[config.mk]
export PLATFORM = sky130hd
export DESIGN_NAME = aux_io_function_config
export DESIGN_NICKNAME = d
export VERILOG_FILES = /design/src/inc/aux_io_pkg.sv /design/src/inc/ext_clock_if.sv /design/src/hw/aux_io_function_config.sv /design/src/hw/sync_edge_rate.sv
export SDC_FILE = /design/constraint.sdc
export NUM_CORES = 1
export LEC_CHECK = 0
export BUFFER_PORTS_ARGS = -buffer_cell sky130_fd_sc_hd__buf_2
export CAP_MARGIN = 0
export CORE_MARGIN = 5
export CORE_UTILIZATION = 46
export CTS_CLUSTER_DIAMETER = 150
export CTS_CLUSTER_SIZE = 16
export DETAILED_ROUTE_END_ITERATION = 8
export GPL_TIMING_DRIVEN = 0
export HOLD_SLACK_MARGIN = 0.05
export PLACE_DENSITY_LB_ADDON = 0.15
export SYNTH_ARGS = -nofsm -noshare
export SYNTH_HDL_FRONTEND = slang
export SYNTH_SLANG_ARGS = --single-unit
[constraint.sdc]
create_clock -name clk -period 6.75 [get_ports clk]
set_clock_uncertainty 0.05 [all_clocks]
set_input_delay 1.35 -clock clk [delete_from_list [all_inputs] [get_ports clk]]
set_output_delay 1.35 -clock clk [all_outputs]
set_load 0.02 [all_outputs]
[src/inc/aux_io_pkg.sv]
package aux_io_pkg;

  // Serial word layout
  localparam int unsigned WORD_BITS = 16;
  localparam int unsigned WR_FLAG_BIT = 15;
  localparam int unsigned ADDR_LSB = 8;

  // Register byte addresses on the selected page
  localparam logic [6:0] ADDR_PAGE = 7'h00;
  localparam logic [6:0] ADDR_FUNC_LO = 7'h06;
  localparam logic [6:0] ADDR_FUNC_HI = 7'h07;
  localparam logic [6:0] ADDR_GPIO_LO = 7'h08;
  localparam logic [6:0] ADDR_GPIO_HI = 7'h09;
  localparam logic [6:0] ADDR_CONFIG_LO = 7'h0a;
  localparam logic [6:0] ADDR_CONFIG_HI = 7'h0b;
  localparam logic [7:0] PAGE_THIS = 8'h03;
  localparam logic [7:0] PAGE_RESET = 8'h00;

  // Function register fields
  localparam int unsigned FN_PPS = 8;
  localparam int unsigned FN_SYNC_EN = 7;
  localparam int unsigned FN_SYNC_RISE = 6;
  localparam int unsigned FN_SYNC_SEL = 4;
  localparam int unsigned FN_DR_EN = 3;
  localparam int unsigned FN_DR_POS = 2;
  localparam int unsigned FN_DR_SEL = 0;
  localparam int unsigned FN_WIDTH = 9;
  localparam logic [15:0] FUNC_RESET = 16'h000d;

  // General-purpose register fields
  localparam int unsigned GP_DIR = 0;
  localparam int unsigned GP_LVL = 4;
  localparam logic [3:0] GP_DIR_RESET = 4'h0;
  localparam logic [3:0] GP_LVL_RESET = 4'h0;

  // Config register fields
  localparam int unsigned CFG_POP = 6;
  localparam int unsigned CFG_LIN_G = 7;
  localparam logic [15:0] CONFIG_RESET = 16'h00c0;

  // Timing
  localparam int unsigned CLK_HZ = 32'h05f5_e100;
  localparam int unsigned FUNC_APPLY_MS = 32'h0000_0014;
  localparam int unsigned FUNC_APPLY_CYCLES = CLK_HZ / 32'h0000_03e8 * FUNC_APPLY_MS;
  localparam int unsigned INTERNAL_RATE_HZ = 32'h0000_109a;
  localparam int unsigned INTERNAL_TICK_CYCLES = CLK_HZ / INTERNAL_RATE_HZ;
  localparam int unsigned PERIOD_W = 28;

endpackage

[src/inc/ext_clock_if.sv]
// External sample clock link between line routing and rate generator
interface ext_clock_if;
  logic level;
  logic enable;
  logic rising;
  logic pps_mode;
  logic [15:0] scale;
  logic tick;

  modport cfg (output level, output enable, output rising, output pps_mode, output scale, input tick);
  modport rate (input level, input enable, input rising, input pps_mode, input scale, output tick);
endinterface

[src/hw/aux_io_function_config.sv]
// Auxiliary line function select, general-purpose lines and config over serial port
module aux_io_function_config #(
  parameter int unsigned APPLY_CYCLES = aux_io_pkg::FUNC_APPLY_CYCLES,
  parameter int unsigned INT_TICK_CYCLES = aux_io_pkg::INTERNAL_TICK_CYCLES
) (
  input wire logic clk,
  input wire logic rst_n,
  input wire logic cs_n,
  input wire logic sclk,
  input wire logic mosi,
  output logic miso,
  output logic miso_oe,
  input wire logic [3:0] aux_line_in,
  output logic [3:0] aux_line_out,
  output logic [3:0] aux_line_oe,
  input wire logic data_valid,
  input wire logic [15:0] sync_scale,
  output logic sample_tick,
  output logic ext_clock_active,
  output logic func_write_pending,
  output logic linear_g_comp_en,
  output logic point_of_percussion_en
);

  // True when a two-bit line select names line idx
  function automatic logic line_hit(input logic [1:0] sel, input int unsigned idx);
    line_hit = (sel == idx[1:0]);
  endfunction

  // Clears the external clock enable when it shares the data-ready line
  function automatic logic [15:0] resolve(input logic [15:0] v);
    logic [15:0] r;
    r = v;
    r[15:aux_io_pkg::FN_WIDTH] = '0;
    if (v[aux_io_pkg::FN_DR_EN] && v[aux_io_pkg::FN_SYNC_EN]
        && v[aux_io_pkg::FN_SYNC_SEL +: 2] == v[aux_io_pkg::FN_DR_SEL +: 2]) begin
      r[aux_io_pkg::FN_SYNC_EN] = 1'b0;
    end
    resolve = r;
  endfunction

  // Pin synchronisers: {aux lines, mosi, sclk, cs_n}
  logic [6:0] pin_s1_q, pin_s2_q;
  logic sclk_prev_q, cs_prev_q;
  logic cs_s, sclk_s, mosi_s;
  logic [3:0] aux_s;

  always_ff @(posedge clk or negedge rst_n) begin
    if (!rst_n) begin
      pin_s1_q <= 7'h03;
      pin_s2_q <= 7'h03;
      sclk_prev_q <= 1'b1;
      cs_prev_q <= 1'b1;
    end else begin
      pin_s1_q <= {aux_line_in, mosi, sclk, cs_n};
      pin_s2_q <= pin_s1_q;
      sclk_prev_q <= pin_s2_q[1];
      cs_prev_q <= pin_s2_q[0];
    end
  end

  assign cs_s = pin_s2_q[0];
  assign sclk_s = pin_s2_q[1];
  assign mosi_s = pin_s2_q[2];
  assign aux_s = pin_s2_q[6:3];

  // Serial and register state
  logic [3:0] bit_cnt_q, bit_cnt_d;
  logic [15:0] rx_q, rx_d;
  logic [15:0] tx_q, tx_d;
  logic [15:0] rsp_q, rsp_d;
  logic miso_q, miso_d;
  logic miso_oe_q, miso_oe_d;
  logic [7:0] page_q, page_d;
  logic [15:0] func_q, func_d;
  logic [15:0] pend_val_q, pend_val_d;
  logic pend_q, pend_d;
  logic [31:0] apply_cnt_q, apply_cnt_d;
  logic [3:0] gp_dir_q, gp_dir_d;
  logic [3:0] gp_lvl_q, gp_lvl_d;
  logic lin_g_q, lin_g_d;
  logic pop_q, pop_d;

  logic sclk_rise, sclk_fall, cs_fall, cs_act;
  logic [15:0] rx_word, pend_base, rd_val;
  logic [6:0] rx_addr;
  logic [7:0] rx_data;
  logic [3:0] gp_read;

  assign sclk_rise = sclk_s & ~sclk_prev_q;
  assign sclk_fall = ~sclk_s & sclk_prev_q;
  assign cs_fall = ~cs_s & cs_prev_q;
  assign cs_act = ~cs_s;
  assign rx_word = {rx_q[14:0], mosi_s};
  assign rx_addr = rx_word[aux_io_pkg::ADDR_LSB +: 7];
  assign rx_data = rx_word[7:0];
  assign pend_base = pend_q ? pend_val_q : func_q;

  // Data level readback: live pin for inputs, stored level for outputs
  always_comb begin
    for (int i = 0; i < 4; i++) begin
      gp_read[i] = gp_dir_q[i] ? gp_lvl_q[i] : aux_s[i];
    end
  end

  // Read mux on the byte address pair; odd byte reads the same word
  always_comb begin
    rd_val = 16'h0000;
    if ({rx_addr[6:1], 1'b0} == aux_io_pkg::ADDR_PAGE) begin
      rd_val = {8'h00, page_q};
    end else if (page_q == aux_io_pkg::PAGE_THIS) begin
      unique case ({rx_addr[6:1], 1'b0})
        aux_io_pkg::ADDR_FUNC_LO: rd_val = func_q;
        aux_io_pkg::ADDR_GPIO_LO: rd_val = {8'h00, gp_read, gp_dir_q};
        aux_io_pkg::ADDR_CONFIG_LO: rd_val = {8'h00, lin_g_q, pop_q, 6'h00};
        default: rd_val = 16'h0000;
      endcase
    end
  end

  // Serial word engine, register writes and delayed function commit
  always_comb begin
    bit_cnt_d = bit_cnt_q;
    rx_d = rx_q;
    tx_d = tx_q;
    rsp_d = rsp_q;
    miso_d = miso_q;
    miso_oe_d = cs_act;
    page_d = page_q;
    func_d = func_q;
    pend_val_d = pend_val_q;
    pend_d = pend_q;
    apply_cnt_d = apply_cnt_q;
    gp_dir_d = gp_dir_q;
    gp_lvl_d = gp_lvl_q;
    lin_g_d = lin_g_q;
    pop_d = pop_q;

    // Commit a pending function write once the settle time has run out
    if (pend_q) begin
      if (apply_cnt_q >= APPLY_CYCLES - 1) begin
        func_d = resolve(pend_val_q);
        pend_d = 1'b0;
        apply_cnt_d = '0;
      end else begin
        apply_cnt_d = apply_cnt_q + 32'h0000_0001;
      end
    end

    if (!cs_act) begin
      bit_cnt_d = '0;
    end else begin
      if (cs_fall) begin
        tx_d = rsp_q;
      end
      if (sclk_fall) begin
        miso_d = tx_q[15];
        tx_d = {tx_q[14:0], 1'b0};
      end
      if (sclk_rise) begin
        rx_d = rx_word;
        bit_cnt_d = bit_cnt_q + 4'h1;
        if (bit_cnt_q == 4'hf) begin
          rsp_d = 16'h0000;
          if (rx_word[aux_io_pkg::WR_FLAG_BIT]) begin
            if (rx_addr == aux_io_pkg::ADDR_PAGE) begin
              page_d = rx_data;
            end else if (page_q == aux_io_pkg::PAGE_THIS) begin
              unique case (rx_addr)
                aux_io_pkg::ADDR_FUNC_LO: begin
                  pend_val_d = {pend_base[15:8], rx_data};
                  pend_d = 1'b1;
                  apply_cnt_d = '0;
                end
                aux_io_pkg::ADDR_FUNC_HI: begin
                  pend_val_d = {rx_data, pend_base[7:0]};
                  pend_d = 1'b1;
                  apply_cnt_d = '0;
                end
                aux_io_pkg::ADDR_GPIO_LO: begin
                  gp_dir_d = rx_data[aux_io_pkg::GP_DIR +: 4];
                  gp_lvl_d = rx_data[aux_io_pkg::GP_LVL +: 4];
                end
                aux_io_pkg::ADDR_CONFIG_LO: begin
                  lin_g_d = rx_data[aux_io_pkg::CFG_LIN_G];
                  pop_d = rx_data[aux_io_pkg::CFG_POP];
                end
                default: begin
                end
              endcase
            end
          end else begin
            rsp_d = rd_val;
          end
          tx_d = rsp_d;
        end
      end
    end
  end

  always_ff @(posedge clk or negedge rst_n) begin
    if (!rst_n) begin
      bit_cnt_q <= '0;
      rx_q <= 16'h0000;
      tx_q <= 16'h0000;
      rsp_q <= 16'h0000;
      miso_q <= 1'b0;
      miso_oe_q <= 1'b0;
      page_q <= aux_io_pkg::PAGE_RESET;
      func_q <= aux_io_pkg::FUNC_RESET;
      pend_val_q <= aux_io_pkg::FUNC_RESET;
      pend_q <= 1'b0;
      apply_cnt_q <= '0;
      gp_dir_q <= aux_io_pkg::GP_DIR_RESET;
      gp_lvl_q <= aux_io_pkg::GP_LVL_RESET;
      lin_g_q <= aux_io_pkg::CONFIG_RESET[aux_io_pkg::CFG_LIN_G];
      pop_q <= aux_io_pkg::CONFIG_RESET[aux_io_pkg::CFG_POP];
    end else begin
      bit_cnt_q <= bit_cnt_d;
      rx_q <= rx_d;
      tx_q <= tx_d;
      rsp_q <= rsp_d;
      miso_q <= miso_d;
      miso_oe_q <= miso_oe_d;
      page_q <= page_d;
      func_q <= func_d;
      pend_val_q <= pend_val_d;
      pend_q <= pend_d;
      apply_cnt_q <= apply_cnt_d;
      gp_dir_q <= gp_dir_d;
      gp_lvl_q <= gp_lvl_d;
      lin_g_q <= lin_g_d;
      pop_q <= pop_d;
    end
  end

  // Decoded functions of the committed register
  logic dr_en, dr_pos, sync_en;
  logic [1:0] dr_sel, sync_sel;
  logic dr_level;

  assign dr_en = func_q[aux_io_pkg::FN_DR_EN];
  assign dr_pos = func_q[aux_io_pkg::FN_DR_POS];
  assign dr_sel = func_q[aux_io_pkg::FN_DR_SEL +: 2];
  assign sync_en = func_q[aux_io_pkg::FN_SYNC_EN];
  assign sync_sel = func_q[aux_io_pkg::FN_SYNC_SEL +: 2];
  assign dr_level = dr_pos ? data_valid : ~data_valid;

  // Per-line routing by priority
  logic [3:0] line_out_q, line_out_d;
  logic [3:0] line_oe_q, line_oe_d;

  for (genvar g = 0; g < 4; g++) begin : g_line
    always_comb begin
      if (dr_en && line_hit(dr_sel, g)) begin
        line_out_d[g] = dr_level;
        line_oe_d[g] = 1'b1;
      end else if (sync_en && line_hit(sync_sel, g)) begin
        line_out_d[g] = 1'b0;
        line_oe_d[g] = 1'b0;
      end else begin
        line_out_d[g] = gp_lvl_q[g];
        line_oe_d[g] = gp_dir_q[g];
      end
    end
  end

  always_ff @(posedge clk or negedge rst_n) begin
    if (!rst_n) begin
      line_out_q <= 4'h0;
      line_oe_q <= 4'h0;
    end else begin
      line_out_q <= line_out_d;
      line_oe_q <= line_oe_d;
    end
  end

  // External clock routing into the rate generator
  ext_clock_if ext_if ();

  assign ext_if.level = aux_s[sync_sel];
  assign ext_if.enable = sync_en;
  assign ext_if.rising = func_q[aux_io_pkg::FN_SYNC_RISE];
  assign ext_if.pps_mode = func_q[aux_io_pkg::FN_PPS];
  assign ext_if.scale = sync_scale;

  sync_edge_rate u_rate (
    .clk(clk),
    .rst_n(rst_n),
    .ext(ext_if.rate)
  );

  // Internal sample clock, held stopped while an external clock is in use
  logic [31:0] int_cnt_q, int_cnt_d;
  logic tick_q, tick_d;

  always_comb begin
    int_cnt_d = int_cnt_q;
    tick_d = 1'b0;
    if (sync_en) begin
      int_cnt_d = '0;
      tick_d = ext_if.tick;
    end else if (int_cnt_q >= INT_TICK_CYCLES - 1) begin
      int_cnt_d = '0;
      tick_d = 1'b1;
    end else begin
      int_cnt_d = int_cnt_q + 32'h0000_0001;
    end
  end

  always_ff @(posedge clk or negedge rst_n) begin
    if (!rst_n) begin
      int_cnt_q <= '0;
      tick_q <= 1'b0;
    end else begin
      int_cnt_q <= int_cnt_d;
      tick_q <= tick_d;
    end
  end

  // Status flags mirrored to outputs
  logic ext_act_q, pend_out_q;

  always_ff @(posedge clk or negedge rst_n) begin
    if (!rst_n) begin
      ext_act_q <= 1'b0;
      pend_out_q <= 1'b0;
    end else begin
      ext_act_q <= sync_en;
      pend_out_q <= pend_q;
    end
  end

  assign miso = miso_q;
  assign miso_oe = miso_oe_q;
  assign aux_line_out = line_out_q;
  assign aux_line_oe = line_oe_q;
  assign sample_tick = tick_q;
  assign ext_clock_active = ext_act_q;
  assign func_write_pending = pend_out_q;
  assign linear_g_comp_en = lin_g_q;
  assign point_of_percussion_en = pop_q;

endmodule // aux_io_function_config

[src/hw/sync_edge_rate.sv]
// Turns the routed external clock into processing-rate ticks
module sync_edge_rate (
  input wire logic clk,
  input wire logic rst_n,
  ext_clock_if.rate ext
);

  logic prev_q, prev_d;
  logic [aux_io_pkg::PERIOD_W-1:0] cnt_q, cnt_d;
  logic [aux_io_pkg::PERIOD_W-1:0] period_q, period_d;
  logic [aux_io_pkg::PERIOD_W:0] acc_q, acc_d;
  logic tick_q, tick_d;
  logic edge_hit;
  logic [aux_io_pkg::PERIOD_W:0] sum;

  // Active edge detect on the already synchronised level
  assign edge_hit = ext.enable & (ext.rising ? (ext.level & ~prev_q) : (~ext.level & prev_q));

  // Period measurement and scaled tick accumulator
  always_comb begin
    prev_d = ext.level;
    cnt_d = cnt_q;
    period_d = period_q;
    acc_d = acc_q;
    tick_d = 1'b0;
    sum = acc_q + {13'h0000, ext.scale};
    if (!ext.enable) begin
      cnt_d = '0;
      period_d = '0;
      acc_d = '0;
    end else begin
      if (cnt_q != '1) begin
        cnt_d = cnt_q + 1'b1;
      end
      if (edge_hit) begin
        period_d = cnt_q + 1'b1;
        cnt_d = '0;
      end
      if (!ext.pps_mode) begin
        tick_d = edge_hit;
      end else if (edge_hit) begin
        acc_d = '0; // Realign phase on each pulse
        tick_d = (period_q != '0);
      end else if (period_q != '0) begin
        if (sum >= {1'b0, period_q}) begin
          acc_d = sum - {1'b0, period_q};
          tick_d = 1'b1;
        end else begin
          acc_d = sum;
        end
      end
    end
  end

  // State registers
  always_ff @(posedge clk or negedge rst_n) begin
    if (!rst_n) begin
      prev_q <= 1'b0;
      cnt_q <= '0;
      period_q <= '0;
      acc_q <= '0;
      tick_q <= 1'b0;
    end else begin
      prev_q <= prev_d;
      cnt_q <= cnt_d;
      period_q <= period_d;
      acc_q <= acc_d;
      tick_q <= tick_d;
    end
  end

  assign ext.tick = tick_q;

endmodule // sync_edge_rate

==> results.yml, run 1 <==
outcome:
  status: "finished, final reports clean"
logic_synthesis:
  yosysSeqAreaShare: 0.4719
  synth_top_family_by_area: "simple AND/OR/NAND/NOR gates"
  synth_area_per_cell_sq_um: 9.793
  synth_cells: 1417
  synth_compound_area_frac: 0.1410
  synth_xor_xnor_area_share: 0.07637
  synth-main-ff-cell: "dfrtp_1"
  muxShareOfSynthArea: 0.06474
  synth_edf_count: 0
  synth_cell_types: 76
  synth.cell_area_sq_um: 13880
  synth_adder_area_share: 0.04707
  ys_ff_latch: 261
  yosysWarnings: 0
  async_reset_ff_frac: 1.000
  synthSimpleGateAreaFrac: 0.1667
pwr:
  combPwrFrac: 0.083
  power_frac_clock: 0.375
  p_per_area_nw_per_um2: 199.9
  seq_power_share: 0.543
  p_sw_uw: 758.9
  power.leakage_uw: 0.006931
  swShare: 0.2484
  internal_power_uw: 2296
  ir_drop_uv: 171.1
grt:
  first_global_vias: 10210
  use_met1: 0.2800
  grt-busiest-layer: "met2"
  grt_max_degree: 116
  antenna_found_initial: 0
  grt_pass1_wl_um: 53720
  grt_use_met3: 0.01979
  grt_usage: 0.1899
  grtUsageMet2: 0.3109
  grt_overflow: 0
floorplanning:
  die-width_um: 183.7
  start_util: 0.4670
  rows: 63
  design.portCount: 41
  fp.dieH_um: 183.7
  core-area_sq_um: 29720
  fp.dieArea_sq_um: 33740
placed_design:
  placed_area_sq_um: 14690
  pre_cts_slack_ns: -0.07245
  gp_congestion: 0.8598
  dp.cells: 1865
  hpwl_um: 23300
  io_buffers: 40
sta:
  max_freq_ghz: 0.1582
  setup_viol: 0
  finalSetupTns_ns: 0
  hold_viol: 0
  finalCritPeriodShare: 0.9363
  setup_ws_ns: 0.4298
  max_slew_margin: 0.2878
  drv_slew: 0
  tightest_slew_ns: 1.061
  fin_crit_ns: 6.320
  rsz0062_at_grt: "no"
setup_path:
  path_max_fanout: 10
  r2r-start: "u_rate.acc_q[0]$_DFFE_PN0P_"
  crit_required_ns: 7.05
  start_kind: "primary input"
  crit_path_cell_trace: "buf_2 > ha_1 > inv_1 > fa_1 > and2b_1 > o2111ai_1 > and4_1 > o21ai_2 > a31oi_1 > clkbuf_1 > nor2_1 > xnor2_1 > ha_1 > a21o_1 > a21o_1 > a21o_1 > o21ai_0 > nand3_1 > or4b_4 > buf_6 > buf_6 > mux2i_1 > o21ai_0"
  slowest_delay_ns: 0.56
  critPathArrivalTime_ns: 6.62
  crit_path_end_kind: "register"
  crit_top_cell: "a21o_1"
  path_class: "in -> reg"
  cp-startpoint: "sync_scale[0]"
  slowest_stage: "or4b_4"
clocking:
  cts-buffers-inserted: 20
  cts_resized: 0
  htree_levels: 1
  clockBufferDepth: 3
  path_clk_slew_ns: 0.09
  post_cts.repair.setup_buffers: 0
  clk_latency_ns: 0.50
  numClockSinks: 261
  holdBufCountCts: 0
  cts_tree: "yes"
  clockRootBuffer: "clkbuf_16"
finish:
  antennaDiodeCount: 0
  layout-area-overhead-vs-synth_pct: 10.14
  drive_gt1_frac: 0.09795
  fin_cells: 1901
  multi_input_area_sq_um: 6945
  fill_cells: 2790
  fin_area_sq_um: 15280
  layout.nets: 1574
  utilization: 0.5143
  seqCellArea_sq_um: 6549
drt:
  wl_per_cell_um: 16.74
  vias_per_cell: 5.434
  wirelength_um: 31820
  dr.first_iter.drc_count: 735
  drtPass1Iterations: 4
  num_vias: 10330
  final_antenna_net_count: 0
  drc: 0
min_path:
  hold_class: "reg -> reg"
  hold_start: "pin_s1_q[6]$_DFF_PN0_"
run:
  maxCapViolCount: 0
==> worst max-delay path: cells and delay by family <==
kind            cells  cell delay, ns
compound gates      8            1.71
simple gates        5            1.34
buf+inv             5            0.99
fa+ha+maj           3            0.77
xor+xnor            1            0.23
mux                 1            0.22
==> area by class of cell <==
class	instances	area share
plain buffers	52	0.01449
clock buffers	35	0.03782
clock inverters	1	0.001064
inverters	59	0.01449
multi-input cells	1061	0.4544
flip-flops and latches	261	0.4285
well taps	390	0.03193
repair buffers	42	0.01735
==> synth_stat cells, types with 8 or more instances <==
| cell type | count | share of area |
|---|---|---|
| dfstp_2 | 14 | 0.027 |
| and2_1 | 9 | 0.0041 |
| nor4_1 | 25 | 0.011 |
| o21ai_0 | 90 | 0.032 |
| xor2_1 | 71 | 0.045 |
| nor2b_1 | 8 | 0.0036 |
| a21o_1 | 21 | 0.011 |
| nand3_1 | 51 | 0.018 |
| a22oi_1 | 10 | 0.0054 |
| nand4_1 | 23 | 0.010 |
| mux2_2 | 44 | 0.036 |
| xnor2_1 | 50 | 0.032 |
| a31oi_1 | 11 | 0.0050 |
| nor3_1 | 16 | 0.0058 |
| nand2_1 | 143 | 0.039 |
| inv_1 | 58 | 0.016 |
| nand2b_1 | 9 | 0.0041 |
| dfrtp_1 | 247 | 0.45 |
| nor2_1 | 150 | 0.041 |
| and3_1 | 19 | 0.0086 |
| o21a_1 | 14 | 0.0076 |
| clkbuf_1 | 45 | 0.012 |
| ha_1 | 49 | 0.044 |
| a211oi_1 | 37 | 0.020 |
| a21oi_1 | 52 | 0.019 |
| a22o_1 | 8 | 0.0050 |
| mux2i_1 | 38 | 0.027 |
==> cell usage in the layout (no fill, tap or decap), types with 50 or more instances in the layout <==
cell type	Yosys	routed
xnor2_1	50	50
nor2_1	150	150
a21oi_1	52	52
clkbuf_1	45	59
inv_1	58	58
nand3_1	51	51
nand2_1	143	143
xor2_1	71	71
o21ai_0	90	90
dfrtp_1	247	247
==> metrics by stage <==
stage / hold slack [ns] / power (uW)
2_1_floorplan: 0.2812 / 1832
3_3_place_gp: 0.2812 / 1935
3_5_place_dp: 0.2862 / 1942
4_1_cts: 0.3024 / 3094
5_1_grt: 0.3162 / 3192
6_report: 0.2981 / 3055
==> path summary, 6_finish.rpt <==
check | endpoint | slack, ns | depth (start not counted)
min in group asynchronous | apply_cnt_q[25]$_DFF_PN0_ | 0.70 | 1
max in group asynchronous | cs_prev_q$_DFF_PN1_ | 4.57 | 3
worst min-delay path | pin_s2_q[6]$_DFF_PN0_ | 0.30 | 0
worst max-delay path | u_rate.acc_q[7]$_DFFE_PN0P_ | 0.43 | 23
worst min register to register | pin_s2_q[6]$_DFF_PN0_ | 0.30 | 0
worst max register to register | u_rate.acc_q[7]$_DFFE_PN0P_ | 0.99 | 22
==> power by group through the flow <==
stage	clock network, uW	registers [uW]	logic, uW
2_1_floorplan	0	1660	169
3_3_place_gp	0	1690	246
3_5_place_dp	0	1690	253
4_1_cts	1180	1660	255
5_1_grt	1240	1660	287
6_report	1140	1660	253
==> kinds of logic after synthesis <==
group	count (synthesis)
xor+xnor	121
fa+ha+maj	51
other cells	1
compound gates	301
mux	83
buf+inv	111
flops	261
simple gates	488
==> routing by layer <==
layer,vias up,wire (um)
met5,-,0
met4,0,397
met3,26,1041
met2,139,14680
met1,5027,15700
li1,5138,-
==> sequential cells by signal, summed over array words and instances, names as in the netlist, 4 cells and up <==
| name | cells |
|---|---|
| bit_cnt_q | 4 |
| tx_q | 16 |
| aux_line_oe | 4 |
| u_rate.period_q | 28 |
| gp_lvl_q | 4 |
| pin_s2_q | 7 |
| page_q | 8 |
| aux_line_out | 4 |
| pend_val_q | 9 |
| func_q | 9 |
| u_rate.acc_q | 29 |
| int_cnt_q | 32 |
| apply_cnt_q | 32 |
| gp_dir_q | 4 |
| rx_q | 15 |
| u_rate.cnt_q | 28 |
| pin_s1_q | 7 |
| rsp_q | 9 |
Power figures use the tool's default switching activity.
==> inputs of run 2 (changes only) <==
- CELL_PAD_IN_SITES_DETAIL_PLACEMENT: not set -> 1
- CELL_PAD_IN_SITES_GLOBAL_PLACEMENT: not set -> 1
- CORE_MARGIN: 5 -> not set
==> run 2 against run 1 <==
Against the previous run:
- count of clock-buffer cells in the layout down 1
- global-route usage up 4.1 points
- register-to-register slack better by 0.04 ns
- flip-flop and latch count unchanged
- sequential share of layout area about the same
- power up 0.16%
- largest power group unchanged
- sequential power about the same
- hold slack worse by 0.00051 ns
- critical path depth up 1
- cell count about the same
==> results.yml, run 2 (synthesis results as in run 1) <==
setup_path:
  r2r-start: "u_rate.acc_q[0]$_DFFE_PN0P_"
  crit_path_end_kind: "register"
  start_kind: "primary input"
  worstReg2RegEnd: "u_rate.acc_q[24]$_DFFE_PN0P_"
  critPathArrivalTime_ns: 6.66
  crit_required_ns: 7.13
  path_class: "in -> reg"
  reg2reg_slack_ns: 1.03
  rr_worst_depth: 23
  path_max_fanout: 10
pwr:
  ir_drop_uv: 229.7
  p_per_area_nw_per_um2: 200.2
  power.leakage_uw: 0.006933
floorplanning:
  fp.dieArea_sq_um: 30870
  core-area_sq_um: 29640
  start_util: 0.4682
  die-width_um: 175.7
  fp.dieH_um: 175.7
  design.portCount: 41
  rows: 63
clocking:
  htree_levels: 1
  clk_latency_ns: 0.51
  clockRootBuffer: "clkbuf_16"
  holdBufCountCts: 0
  cts_tree: "yes"
  path_clk_slew_ns: 0.09
  numClockSinks: 261
  clockBufferDepth: 3
  cts-buffers-inserted: 20
drt:
  num_vias: 10560
  wl_per_cell_um: 18.19
  vias_per_cell: 5.558
  final_antenna_net_count: 0
  drc: 0
  dr.first_iter.drc_count: 464
  drtPass1Iterations: 5
  wirelength_um: 34560
placed_design:
  hpwl_um: 25750
  io_buffers: 40
  gp_congestion: 0.8524
  dp.cells: 1865
  placed_area_sq_um: 14690
  pre_cts_slack_ns: -0.1737
finish:
  fin_cells: 1900
  utilization: 0.5156
  layout-area-overhead-vs-synth_pct: 10.13
  layout.nets: 1574
  final_common_cell: "dfrtp_1"
  final_cell_mix: "247 x dfrtp_1, 150 x nor2_1, 143 x nand2_1, 90 x o21ai_0, 71 x xor2_1"
  fin_area_sq_um: 15280
  fill_cells: 3352
  drive_gt1_frac: 0.09868
  largestRegisters: "apply_cnt_q (32), int_cnt_q (32), u_rate.acc_q (29)"
  antennaDiodeCount: 0
run:
  maxCapViolCount: 0
grt:
  grt_pass1_wl_um: 57880
  grt_usage: 0.2313
  antenna_found_initial: 0
  grt_max_degree: 124
  grt_overflow: 0
  first_global_vias: 11190
sta:
  hold_viol: 0
  setup_ws_ns: 0.4751
  rsz0062_at_grt: "no"
  tightest_slew_ns: 1.051
  setup_viol: 0
  drv_slew: 0
  max_freq_ghz: 0.1594
  max_slew_margin: 0.2926
  fin_crit_ns: 6.275
  finalCritPeriodShare: 0.9296
min_path:
  hold_depth: 0
  hold_start: "pin_s1_q[5]$_DFF_PN0_"
  hold_class: "reg -> reg"
  whs_endpoint: "pin_s2_q[5]$_DFF_PN0_"
outcome:
  status: "finished, final reports clean"
-- run 2: worst max-delay path, cell delays in order --
cell	delay [ns]
buf_2	0.09
ha_1	0.24
inv_1	0.08
fa_1	0.40
and2b_1	0.24
o2111ai_1	0.18
and4_1	0.27
o21ai_2	0.26
a31oi_1	0.16
clkbuf_2	0.25
nor2_1	0.21
xnor2_1	0.17
ha_1	0.33
a21o_1	0.20
a21o_1	0.18
a21o_1	0.19
o21ai_0	0.41
nand3_1	0.13
or4b_4	0.57
buf_6	0.17
buf_6	0.16
nor3_1	0.21
o21ai_0	0.11
o221ai_1	0.10
-- run 2: through the flow --
step           hold slack [ns]  setup TNS [ns]  total power (uW)
2_1_floorplan           0.2812               0              1832
3_3_place_gp            0.2818         -134.83              1936
3_5_place_dp            0.2858          -2.058              1950
6_report                0.2976               0              3060
4_1_cts                 0.3015               0              3101
5_1_grt                 0.3082               0              3197
-- run 2: repair_timing --
action                                  4_1_cts  5_1_grt
buffers inserted                              0        0
gates resized for setup                       0        2
endpoints found under the setup margin        0        3
hold endpoints to repair                      0        0
-- run 2: power breakdown --
group	internal (uW)	switching, uW
logic	103	156
clock network	584	558
registers	1610	51.5
total	2290	766
-- run 2: worst max path at each step --
stage | start | endpoint | slack, ns | cells past startpoint
after floorplan | sync_scale[0] | u_rate.acc_q[23]$_DFFE_PN0P_ | 1.05 | 21
after global placement | rst_n | bit_cnt_q[0]$_DFFE_PN0P_ | -0.57 | 1
after detailed placement | sync_scale[0] | u_rate.acc_q[24]$_DFFE_PN0P_ | -0.17 | 24
after CTS | sync_scale[0] | u_rate.acc_q[24]$_DFFE_PN0P_ | 0.35 | 24
after global routing | sync_scale[0] | u_rate.acc_q[19]$_DFFE_PN0P_ | 0.08 | 24
final | sync_scale[0] | u_rate.acc_q[24]$_DFFE_PN0P_ | 0.48 | 24
-- run 2: layer usage --
layer,global-route usage,share of wire,up-vias
met2,0.4032,0.49,134
met3,0.02489,0.025,43
met5,0,0,-
li1,-,-,5135
met4,0.05435,0.018,0
met1,0.3078,0.46,5249
-- run 2: layout make-up --
cell class / count / area [sq um] / share of cell area
multi-input combinational: 1061 / 6945 / 0.4545
sequential: 261 / 6549 / 0.4285
clock buffer: 34 / 574.3 / 0.03758
tap: 390 / 488.0 / 0.03193
timing repair buffer: 42 / 265.3 / 0.01736
buffer: 52 / 222.7 / 0.01457
inverter: 59 / 221.5 / 0.01449
clock inverter: 1 / 16.27 / 0.001064
